--- src/hw/rtcc_regs.svh ---
// Register offsets, field positions and reset values of the real time clock chain.
`ifndef RTCC_REGS_SVH
`define RTCC_REGS_SVH
`define RTCC_ADDR_W          16
`define RTCC_OFF_CTRL        16'h0000
`define RTCC_OFF_PRESCALER   16'h0004
`define RTCC_OFF_PRE_RELOAD  16'h0008
`define RTCC_OFF_COUNT_LO    16'h000c
`define RTCC_OFF_COUNT_HI    16'h0010
`define RTCC_OFF_RELOAD_LO   16'h0014
`define RTCC_OFF_RELOAD_HI   16'h0018
`define RTCC_OFF_SUBNODE     16'hf10c
`define RTCC_OFF_NODE        16'hf1a0
`define RTCC_CTRL_RUN_BIT    0
`define RTCC_CTRL_PRE_BIT    1
`define RTCC_CTRL_SRST_BIT   2
`define RTCC_CTRL_RST        2'h3
`define RTCC_SUBNODE_RST     10'h000
`define RTCC_NODE_RST        9'h000
`define RTCC_PRESCALER_RST   16'h0000
`define RTCC_RELOAD_RST      16'h0000
`define RTCC_COUNT_RST       32'h0000_0000
`define RTCC_SUBNODE_W       10
`define RTCC_NODE_W          9
`endif

--- src/hw/rtcc_pkg.sv ---
// Types shared by the real time clock chain.
package rtcc_pkg;
  typedef struct packed {
    logic pre_en;
    logic run;
  } rtcc_ctrl_t;
  typedef struct packed {
    logic       group_extension_bit;
    logic       node_request_bit;
    logic       node_enable_bit;
    logic [3:0] irq_level_field;
    logic [1:0] group_level_field;
  } rtcc_node_t;
endpackage : rtcc_pkg

--- src/hw/rtcc_top.sv ---
// Real time clock counter chain with interrupt subnode and APB register access.
//
// Contract
// - Prescaler and four sections form 48-bit chain.
// - Zero reloads give a pure binary counter.
// - Each timer restarts from reload after overflow.
// - Prescaler reload zero divides by 65536.
// - Chain registers survive system reset.
// - Chain registers undefined until soft reset.
// - Every overflow raises that timer's request.
// - Overflow sets its own subnode request flag.
// - Enabled flags are ORed onto common line.
// - Hardware never clears subnode request flags.
// - Node request bit clears on CPU vector.
// - Prescaler enable bit 0, flag bit 1.
// - Section enables 2,4,6,8; flags 3,5,7,9.
// - Node register resets on system reset.
// - Section overflow pulses next section, reloads itself.
// - Prescaler enable divides input ticks by PRESCALE_DIV, default eight.
// - Soft reset restores chain registers, clears itself.
`timescale 1ns/1ps
`default_nettype none
`include "rtcc_regs.svh"

module rtcc_top #(
  parameter int PRESCALE_DIV = 8
) (
  input  wire logic        CLK_IN,
  input  wire logic        RST_B_IN,
  input  wire logic        RTC_TICK_IN,
  input  wire logic        IRQ_ACK_IN,
  input  wire logic        PSEL_IN,
  input  wire logic        PENABLE_IN,
  input  wire logic        PWRITE_IN,
  input  wire logic [15:0] PADDR_IN,
  input  wire logic [31:0] PWDATA_IN,
  output var  logic [31:0] PRDATA_OUT,
  output var  logic        PREADY_OUT,
  output var  logic        PSLVERR_OUT,
  output var  logic        IRQ_OUT
);

  localparam int DIV_W = $clog2(PRESCALE_DIV);

  generate
    if (PRESCALE_DIV < 2 || (PRESCALE_DIV & (PRESCALE_DIV - 1)) != 0)
    begin : g_bad_div
      $error("PRESCALE_DIV must be a power of two of at least 2");
    end
  endgenerate

  ////////////////////////////////////////////////////////////////////////////////////////////////
  // Reset release through two flip-flops.

  logic rst_meta_r;
  logic rst_b_r;

  always_ff @(posedge CLK_IN or negedge RST_B_IN)
  begin
    if (!RST_B_IN)
    begin
      rst_meta_r <= 1'b0;
      rst_b_r    <= 1'b0;
    end
    else
    begin
      rst_meta_r <= 1'b1;
      rst_b_r    <= rst_meta_r;
    end
  end

  ////////////////////////////////////////////////////////////////////////////////////////////////
  // Register decode.

  logic        acc_setup;
  logic        wr_en;
  logic        hit;
  logic [31:0] rd_data;

  rtcc_pkg::rtcc_ctrl_t       ctrl_r;
  rtcc_pkg::rtcc_ctrl_t       ctrl_nxt;
  logic [15:0]                pre_r;
  logic [15:0]                pre_nxt;
  logic [15:0]                pre_rel_r;
  logic [15:0]                pre_rel_nxt;
  logic [31:0]                cnt_r;
  logic [31:0]                cnt_nxt;
  logic [31:0]                rel_r;
  logic [31:0]                rel_nxt;
  logic [`RTCC_SUBNODE_W-1:0] sub_r;
  logic [`RTCC_SUBNODE_W-1:0] sub_nxt;
  logic [DIV_W-1:0]           div_r;
  logic [DIV_W-1:0]           div_nxt;
  rtcc_pkg::rtcc_node_t       node_r;
  rtcc_pkg::rtcc_node_t       node_nxt;
  logic                       srst_r;
  logic                       srst_nxt;
  logic                       line_r;
  logic                       line_nxt;
  logic                       irq_r;
  logic                       irq_nxt;
  logic [31:0]                prdata_r;
  logic [31:0]                prdata_nxt;
  logic                       pready_r;
  logic                       pready_nxt;
  logic                       pslverr_r;
  logic                       pslverr_nxt;

  assign acc_setup = PSEL_IN & ~PENABLE_IN;
  assign wr_en     = PSEL_IN & PENABLE_IN & pready_r & PWRITE_IN & hit;

  always_comb
  begin
    hit     = 1'b1;
    rd_data = 32'h0000_0000;
    unique case (PADDR_IN)
      `RTCC_OFF_CTRL:       rd_data = {29'h0000_0000, srst_r, ctrl_r.pre_en, ctrl_r.run};
      `RTCC_OFF_PRESCALER:  rd_data = {16'h0000, pre_r};
      `RTCC_OFF_PRE_RELOAD: rd_data = {16'h0000, pre_rel_r};
      `RTCC_OFF_COUNT_LO:   rd_data = {16'h0000, cnt_r[15:0]};
      `RTCC_OFF_COUNT_HI:   rd_data = {16'h0000, cnt_r[31:16]};
      `RTCC_OFF_RELOAD_LO:  rd_data = {16'h0000, rel_r[15:0]};
      `RTCC_OFF_RELOAD_HI:  rd_data = {16'h0000, rel_r[31:16]};
      `RTCC_OFF_SUBNODE:    rd_data = {22'h00_0000, sub_r};
      `RTCC_OFF_NODE:       rd_data = {23'h00_0000, node_r};
      default:              hit = 1'b0;
    endcase
  end

  ////////////////////////////////////////////////////////////////////////////////////////////////
  // Counter chain.

  logic       tick_eff;
  logic       pre_ovf;
  logic [4:0] carry;
  logic [3:0] sec_ovf;
  logic [31:0] cnt_step;

  assign tick_eff = ctrl_r.run & RTC_TICK_IN
                  & (~ctrl_r.pre_en | (div_r == DIV_W'(PRESCALE_DIV - 1)));
  assign pre_ovf  = tick_eff & (pre_r == 16'hffff);
  assign carry[0] = pre_ovf;

  generate
    for (genvar i = 0; i < 4; i++)
    begin : g_sec
      localparam int LO = (i == 0) ? 0 : (i == 1) ? 10 : (i == 2) ? 16 : 22;
      localparam int W  = (i == 0 || i == 3) ? 10 : 6;
      assign sec_ovf[i] = carry[i] & (&cnt_r[LO +: W]);
      assign carry[i+1] = sec_ovf[i];
      assign cnt_step[LO +: W] = sec_ovf[i] ? rel_r[LO +: W]
                               : carry[i] ? cnt_r[LO +: W] + W'(1)
                               : cnt_r[LO +: W];
    end
  endgenerate

  always_comb
  begin
    ctrl_nxt    = ctrl_r;
    div_nxt     = div_r;
    pre_nxt     = pre_r;
    pre_rel_nxt = pre_rel_r;
    cnt_nxt     = cnt_step;
    rel_nxt     = rel_r;
    sub_nxt     = sub_r;
    if (ctrl_r.run && ctrl_r.pre_en && RTC_TICK_IN)
    begin
      div_nxt = div_r + DIV_W'(1);
    end
    if (pre_ovf)
    begin
      pre_nxt = pre_rel_r;
    end
    else if (tick_eff)
    begin
      pre_nxt = pre_r + 16'h0001;
    end
    if (wr_en)
    begin
      unique case (PADDR_IN)
        `RTCC_OFF_CTRL:
        begin
          ctrl_nxt.run    = PWDATA_IN[`RTCC_CTRL_RUN_BIT];
          ctrl_nxt.pre_en = PWDATA_IN[`RTCC_CTRL_PRE_BIT];
        end
        `RTCC_OFF_PRESCALER:  pre_nxt          = PWDATA_IN[15:0];
        `RTCC_OFF_PRE_RELOAD: pre_rel_nxt      = PWDATA_IN[15:0];
        `RTCC_OFF_COUNT_LO:   cnt_nxt[15:0]    = PWDATA_IN[15:0];
        `RTCC_OFF_COUNT_HI:   cnt_nxt[31:16]   = PWDATA_IN[15:0];
        `RTCC_OFF_RELOAD_LO:  rel_nxt[15:0]    = PWDATA_IN[15:0];
        `RTCC_OFF_RELOAD_HI:  rel_nxt[31:16]   = PWDATA_IN[15:0];
        `RTCC_OFF_SUBNODE:    sub_nxt          = PWDATA_IN[`RTCC_SUBNODE_W-1:0];
        default:              ctrl_nxt         = ctrl_r;
      endcase
    end
    sub_nxt[1] = sub_nxt[1] | pre_ovf;
    for (int i = 0; i < 4; i++)
    begin
      sub_nxt[2*i+3] = sub_nxt[2*i+3] | sec_ovf[i];
    end
    if (srst_r)
    begin
      ctrl_nxt    = rtcc_pkg::rtcc_ctrl_t'(`RTCC_CTRL_RST);
      div_nxt     = '0;
      pre_nxt     = `RTCC_PRESCALER_RST;
      pre_rel_nxt = `RTCC_PRESCALER_RST;
      cnt_nxt     = `RTCC_COUNT_RST;
      rel_nxt     = {`RTCC_RELOAD_RST, `RTCC_RELOAD_RST};
      sub_nxt     = `RTCC_SUBNODE_RST;
    end
  end

  // These registers have no system reset so that timekeeping runs on through it.
  always_ff @(posedge CLK_IN)
  begin
    ctrl_r    <= ctrl_nxt;
    div_r     <= div_nxt;
    pre_r     <= pre_nxt;
    pre_rel_r <= pre_rel_nxt;
    cnt_r     <= cnt_nxt;
    rel_r     <= rel_nxt;
    sub_r     <= sub_nxt;
  end

  ////////////////////////////////////////////////////////////////////////////////////////////////
  // Interrupt node, soft reset strobe and bus answer.

  logic sub_line;

  always_comb
  begin
    sub_line = 1'b0;
    for (int i = 0; i < 5; i++)
    begin
      sub_line = sub_line | (sub_r[2*i] & sub_r[2*i+1]);
    end
  end

  always_comb
  begin
    node_nxt    = node_r;
    srst_nxt    = 1'b0;
    line_nxt    = sub_line;
    prdata_nxt  = prdata_r;
    pready_nxt  = acc_setup;
    pslverr_nxt = 1'b0;
    if (acc_setup)
    begin
      prdata_nxt  = hit ? rd_data : 32'h0000_0000;
      pslverr_nxt = ~hit;
    end
    if (wr_en && PADDR_IN == `RTCC_OFF_NODE)
    begin
      node_nxt = rtcc_pkg::rtcc_node_t'(PWDATA_IN[`RTCC_NODE_W-1:0]);
    end
    if (wr_en && PADDR_IN == `RTCC_OFF_CTRL)
    begin
      srst_nxt = PWDATA_IN[`RTCC_CTRL_SRST_BIT];
    end
    if (IRQ_ACK_IN)
    begin
      node_nxt.node_request_bit = 1'b0;
    end
    if (sub_line && !line_r)
    begin
      node_nxt.node_request_bit = 1'b1;
    end
    irq_nxt = node_nxt.node_request_bit & node_nxt.node_enable_bit;
  end

  always_ff @(posedge CLK_IN or negedge rst_b_r)
  begin
    if (!rst_b_r)
    begin
      node_r    <= rtcc_pkg::rtcc_node_t'(`RTCC_NODE_RST);
      srst_r    <= 1'b0;
      line_r    <= 1'b0;
      irq_r     <= 1'b0;
      prdata_r  <= 32'h0000_0000;
      pready_r  <= 1'b0;
      pslverr_r <= 1'b0;
    end
    else
    begin
      node_r    <= node_nxt;
      srst_r    <= srst_nxt;
      line_r    <= line_nxt;
      irq_r     <= irq_nxt;
      prdata_r  <= prdata_nxt;
      pready_r  <= pready_nxt;
      pslverr_r <= pslverr_nxt;
    end
  end

  assign PRDATA_OUT  = prdata_r;
  assign PREADY_OUT  = pready_r;
  assign PSLVERR_OUT = pslverr_r;
  assign IRQ_OUT     = irq_r;

endmodule : rtcc_top
`default_nettype wire

--- config.mk ---
export PLATFORM = sky130hd
export DESIGN_NAME = rtcc_top
export DESIGN_NICKNAME = d
export VERILOG_FILES = /design/src/hw/rtcc_pkg.sv /design/src/hw/rtcc_top.sv
export VERILOG_INCLUDE_DIRS = /design/src /design/src/hw
export SDC_FILE = /design/constraint.sdc
export NUM_CORES = 1
export LEC_CHECK = 0
export BUFFER_PORTS_ARGS = -buffer_cell sky130_fd_sc_hd__buf_2
export CAP_MARGIN = 20
export CORE_UTILIZATION = 45
export DETAILED_ROUTE_END_ITERATION = 8
export SLEW_MARGIN = 15
export SYNTH_ARGS = -nofsm -noshare
export SYNTH_HDL_FRONTEND = slang
export SYNTH_SLANG_ARGS = --single-unit
export TNS_END_PERCENT = 1
--- constraint.sdc ---
create_clock -name CLK_IN -period 1.1 [get_ports CLK_IN]
set_input_delay 0.11 -clock CLK_IN [delete_from_list [all_inputs] [get_ports CLK_IN]]
set_output_delay 0.11 -clock CLK_IN [all_outputs]
set_load 0.01 [all_outputs]
Word level (Yosys, flattened, before mapping)
Cells that the tools add are included.
Widths: inputs -> output; s select.
{ "totals": {"register_bits": 159, "input_bits": 55} }
{ "op_classes": {"n_addsub": 6, "mux": 25, "reduce_logical": 17, "n_eq_ne": 10, "bitwise_logic": 31} }
{ "ops": {"columns": ["op", "n"], "rows": [
  ["$pmux 16 s9", 1],
  ["$mux 16", 6],
  ["$mux 32", 2],
  ["$mux 10", 6],
  ["$eq 16x16->1 const B", 3],
  ["$eq 16x5->1 const B", 3],
  ["$eq 16x4->1 const B", 2],
  ["$mux 6", 4],
  ["$add 10x1->10 const B", 2],
  ["$reduce_and 10->1", 2],
  ["$and 1x1->1", 18],
  ["$add 16x1->16 const B", 1],
  ["$eq 16x3->1 const B", 1],
  ["$logic_not 16->1", 1],
  ["$add 6x1->6 const B", 2],
  ["$reduce_and 6->1", 2],
  ["$or 1x1->1", 10],
  ["$reduce_and 2->1", 5],
  ["$reduce_or 9->1", 1],
  ["$mux 8", 1],
  ["$logic_and 1x1->1", 5],
  ["$mux 1", 5],
  ["$add 3x1->3 const B", 1],
  ["$eq 3x3->1 const B", 1],
  ["other kinds (2)", 4]
]} }

Longest topological paths before layout
{ "logic_depth": {"word_depth": 11, "mapped_depth": 9} }

Worst setup path before layout
OpenSTA, ideal clock, no wires.
{ "synth_timing": {"path_kind": "register to register", "startpoint": "register cnt_r[10]", "endpoint": "register cnt_r[29]", "t_arrival_ns": 2.453, "path_stages_with_launch": 9, "slack_ns": -1.410, "path_cell_list": "dfxtp_1 ha_1 inv_1 or4b_2 clkbuf_1 nor2_1 mux2_2 a211oi_1 a21o_1"} }
{ "synth_via": {"elab_chain_cells": 7, "elab_cells_between_ends": 8} }
{ "synth_lines": {"columns": ["item", "line", "source"], "rows": [
  ["start: declaration", "rtcc_top.sv:86", "logic [31:0] cnt_r;"],
  ["start signal: assignment", "rtcc_top.sv:220", "cnt_r <= cnt_nxt;"],
  ["$reduce_and 6->1 (*)", "rtcc_top.sv:149", "assign sec_ovf[i] = carry[i] & (&cnt_r[LO +: W]);"],
  ["$and 1x1->1 (*) (2 in series)", "rtcc_top.sv:149", null],
  ["$mux 10 or $and 1x1->1 (tied branches)", "rtcc_top.sv:152, rtcc_top.sv:149", null],
  ["$mux 10 (*)", "rtcc_top.sv:151", "assign cnt_step[LO +: W] = sec_ovf[i] ? rel_r[LO +: W]"],
  ["$mux 16", "rtcc_top.sv:180", "unique case (PADDR_IN)"],
  ["$mux 32 (*)", "rtcc_top.sv:178", "if (wr_en)"]
]} }
Mark *: on every way between the ends. The rest lies on a longest branch, timed or not.
A chain may end at the register's enable or synchronous reset.

Worst setup path after layout
{ "layout_timing": {"startpoint": "register div_r[0]", "endpoint": "register cnt_r[27]"} }
{ "layout_via": {"elab_chain_cells": 11, "elab_cells_between_ends": 12} }
{ "layout_lines": {"columns": ["item", "line", "source"], "rows": [
  ["start: declaration", "rtcc_top.sv:92", "logic [DIV_W-1:0] div_r;"],
  ["start signal: assignment", "rtcc_top.sv:217", "div_r <= div_nxt;"],
  ["$eq 3x3->1 (*)", "rtcc_top.sv:140", "& (~ctrl_r.pre_en | (div_r == DIV_W'(PRESCALE_DIV - 1)));"],
  ["$or 1x1->1 (*)", "rtcc_top.sv:140", null],
  ["$and 1x1->1 (*)", "rtcc_top.sv:140", null],
  ["$and 1x1->1 (*)", "rtcc_top.sv:141", "assign pre_ovf = tick_eff & (pre_r == 16'hffff);"],
  ["$and 1x1->1 (*) (3 in series)", "rtcc_top.sv:149", null],
  ["$mux 10 or $and 1x1->1 (tied branches)", "rtcc_top.sv:152, rtcc_top.sv:149", null],
  ["$mux 10 (*)", "rtcc_top.sv:151", null],
  ["$mux 16", "rtcc_top.sv:180", null],
  ["$mux 32 (*)", "rtcc_top.sv:178", null]
]} }
Marks and branches as above.

==> impl_metrics.env <==
export IMPL_pre_cts_ws_ns=-1.196
export IMPL_synth_edff_count=0
export IMPL_io_pins=90
export IMPL_cts_path_max_buffers=2
export IMPL_criticalPathCategory="register to register"
export IMPL_critPathCaptureType="register"
export IMPL_use_met3=0.06576
export IMPL_grt_overflow=0
export IMPL_initial_core_util=0.4579
export IMPL_finalClockSkew_ns=0.008088
export IMPL_worstSetupStartpointType="register"
export IMPL_rsz0062_at_grt="true"
export IMPL_powerDensity_nw_per_um2=966.4
export IMPL_fillers=1497
export IMPL_grt_max_degree=31
export IMPL_synth_top_area_share=0.2815
export IMPL_wl_per_cell_um=20.05
export IMPL_die_w_um=134.4
export IMPL_total_power_mw=11.13
export IMPL_clock_fmax_mhz=445.3
export IMPL_finalWirelength_mm=29.94
export IMPL_grt_pass1_wl_mm=46.49
export IMPL_timing_rr_end="cnt_r[27]"
export IMPL_antenna_found_initial=0
export IMPL_die_area_um2=18070
export IMPL_crit_required_ns=1.47
export IMPL_setup_viol=138
export IMPL_ys_seq_area_frac=0.3830
export IMPL_firstDrtPassIters=9
export IMPL_clk_pin_slew_worst_paths_ns=0.06
export IMPL_crit_chain="ha_4, ha_4, nor2b_4, or3_4, buf_4, nor4_4, buf_6, a21oi_1, a2111oi_2, a21o_1"
export IMPL_yosysMostFrequentCell="nand2_1"
export IMPL_min_path_type="primary input to register"
export IMPL_worst_r2r_setup_slack_ns=-1.15
export IMPL_crit_path_max_incr_delay_ns=0.40
export IMPL_r2r_start="div_r[0]"
export IMPL_cts_root_buf="clkbuf_16"
export IMPL_fin_crit_ns=2.246
export IMPL_syn_cell_area_um2=7893
export IMPL_io_buffers=57
export IMPL_timing_final_crit_share=2.041
export IMPL_grt_pass1_vias=8331
export IMPL_ant_nets=0
export IMPL_syn_inst=976
export IMPL_cts_tree="yes"
export IMPL_dp_hpwl_mm=22.71
export IMPL_cp_arrival_ns=2.62
export IMPL_finalHoldViolations=0
export IMPL_tightest_slew_ns=0.6052
export IMPL_endpoint="cnt_r[27]"
export IMPL_die_h_um=134.4
export IMPL_area_delta_synth_final_pct=45.96
export IMPL_drive_above_1_share=0.3896
export IMPL_violations="negative setup slack"
export IMPL_gp_congestion=0.9641
export IMPL_clk_latency_ns=0.43
export IMPL_grt_use_total=0.3404
export IMPL_drc_errors=0
export IMPL_yosysTopAreaCell="dfxtp_1"
export IMPL_htree_num_levels=4
export IMPL_ff2ff_path_depth=10
export IMPL_yosys_warnings=0
export IMPL_crit_slowest_cell="or3_4"
export IMPL_fin_hold_ws_ns=0.01390
export IMPL_ys_ff_latch=143
export IMPL_gr_usage_met2=0.5176
export IMPL_status="finished with violations"
export IMPL_drv_cap=0
export IMPL_crit_start="div_r[0]"
export IMPL_total_leakage_power_nw=4.905
export IMPL_rows=48
export IMPL_async_flop_share=0.2238
export IMPL_post_synth_num_cell_types=67
export IMPL_cts_sinks=143
export IMPL_via_count=8803
export IMPL_synth_area_leaders="dfxtp_1 (28%), dfrtp_1 (10%), nand2_1 (8.8%)"
export IMPL_synth_avg_cell_area_um2=8.087
export IMPL_seqCellArea_um2=3048
export IMPL_synth_ff_type="dfxtp_1"
export IMPL_synth_common_cells="nand2_1 (185), dfxtp_1 (111), a21oi_1 (86), nor2_1 (64), clkbuf_1 (49)"
export IMPL_cts_buffers=17
export IMPL_relSlewSlack=0.5934
export IMPL_crit_top_cell="ha_4"
export IMPL_via_per_inst=5.896
export IMPL_peakVddDrop_mv=1.075
export IMPL_use_met1=0.4830
export IMPL_core_um2=17240
export IMPL_fin_ws_ns=-1.146
export IMPL_fin_nets=1317
export IMPL_drt_iter0_drc=1021
export IMPL_multi_input_area_um2=5056
export IMPL_drv_slew=0
export IMPL_top_usage_layer="met2"
export IMPL_insertedDiodeCount=0
export IMPL_crit_fanout=8
final cells by class:
| class | instances | area share |
|---|---|---|
| multi-input combinational | 755 | 0.4389 |
| sequential | 143 | 0.2646 |
| timing repair buffer | 329 | 0.2221 |
| clock buffer | 20 | 0.03877 |
| tap | 225 | 0.02444 |
| clock inverter | 12 | 0.008255 |
| inverter | 9 | 0.002933 |
flip-flops by register name, indices dropped and copies added, names as in the netlist:
register,count
cnt_r,32
rel_r,32
PRDATA_OUT,16
pre_r,16
pre_rel_r,16
sub_r,10
node_r,9
div_r,3
ctrl_r,2
IRQ_OUT,1
PREADY_OUT,1
PSLVERR_OUT,1
line_r,1
rst_b_r,1
rst_meta_r,1
srst_r,1
metal layers:
metal | up-vias | share of wire
li1 | 4085 | -
met1 | 4217 | 0.44
met2 | 452 | 0.45
met3 | 49 | 0.091
met4 | 0 | 0.018
met5 | - | 0
power breakdown:
part	switching (mW)	total (mW)	internal [mW]
clock network	2.27	5.41	3.13
logic	0.330	0.529	0.199
registers	0.00244	5.20	5.19
total	2.61	11.1	8.53
kinds of logic (layout without fill, tap and decap cells):
family	Yosys count	after routing	share of synthesized area
compound gates	249	249	0.2115
xor+xnor	18	18	0.01997
fa+ha+maj	7	7	0.01110
buf+inv	93	370	0.05691
flops	143	143	0.3830
mux	39	39	0.05231
other cells	2	17	0.0009515
simple gates	425	425	0.2643
worst min path at each step:
| stage | from | endpoint | slack (ns) | cells after the start |
|---|---|---|---|---|
| floorplan | RST_B_IN | rst_b_r | -0.19 | 0 |
| global placement | RST_B_IN | rst_b_r | -0.10 | 1 |
| detailed placement | RST_B_IN | rst_meta_r | -0.10 | 1 |
| CTS | PWDATA_IN[9] | rel_r[9] | 0.0005 | 3 |
| global route | PWDATA_IN[12] | pre_rel_r[12] | 0.02 | 3 |
| finish | PWDATA_IN[9] | pre_rel_r[9] | 0.01 | 3 |
worst max-delay path: cells and delay by family, from the launching register on:
family	cells	cell delay, ns
DFF	1	0.36
AOI/OAI and AO/OA	3	0.50
adders and majority gates	2	0.26
and+or+nand+nor	3	0.70
buffers and inverters	2	0.35
timing repair:
| action | CTS | global route |
|---|---|---|
| endpoints found under the hold margin | 7 | 0 |
| pin swaps | 27 | 8 |
| gates resized for setup | 78 | 64 |
| buffers inserted | 0 | 0 |
| endpoints found under the setup margin | 141 | 145 |
| hold buffers | 5 | 0 |
metrics by stage:
| step | instance area [µm²] | setup TNS (ns) | cells | util |
|---|---|---|---|---|
| 2_1_floorplan | 8152 | -120.21 | 991 | - |
| 3_3_place_gp | 10370 | -131.88 | 1456 | 0.6014 |
| 3_5_place_dp | 10370 | -135.29 | 1456 | 0.6014 |
| 4_1_cts | 11250 | -92.58 | 1493 | 0.6529 |
| 5_1_grt | 11520 | -104.51 | 1493 | 0.6683 |
| 6_report | 11520 | -93.67 | 1493 | 0.6683 |
cell usage in the layout, fill, tap and decap left out, types with 13 or more instances in the layout:
master	n
a211oi_1	13
a21oi_1	76
a22o_1	13
a22oi_1	29
buf_2	55
buf_4	234
buf_6	25
clkbuf_16	17
conb_1	17
dfrtp_1	31
dfxtp_1	102
mux2i_1	21
nand2_1	178
nand3_1	36
nor2_1	57
nor3_1	14
o211ai_1	13
o21ai_0	15
(Power assumes the default switching activity.)
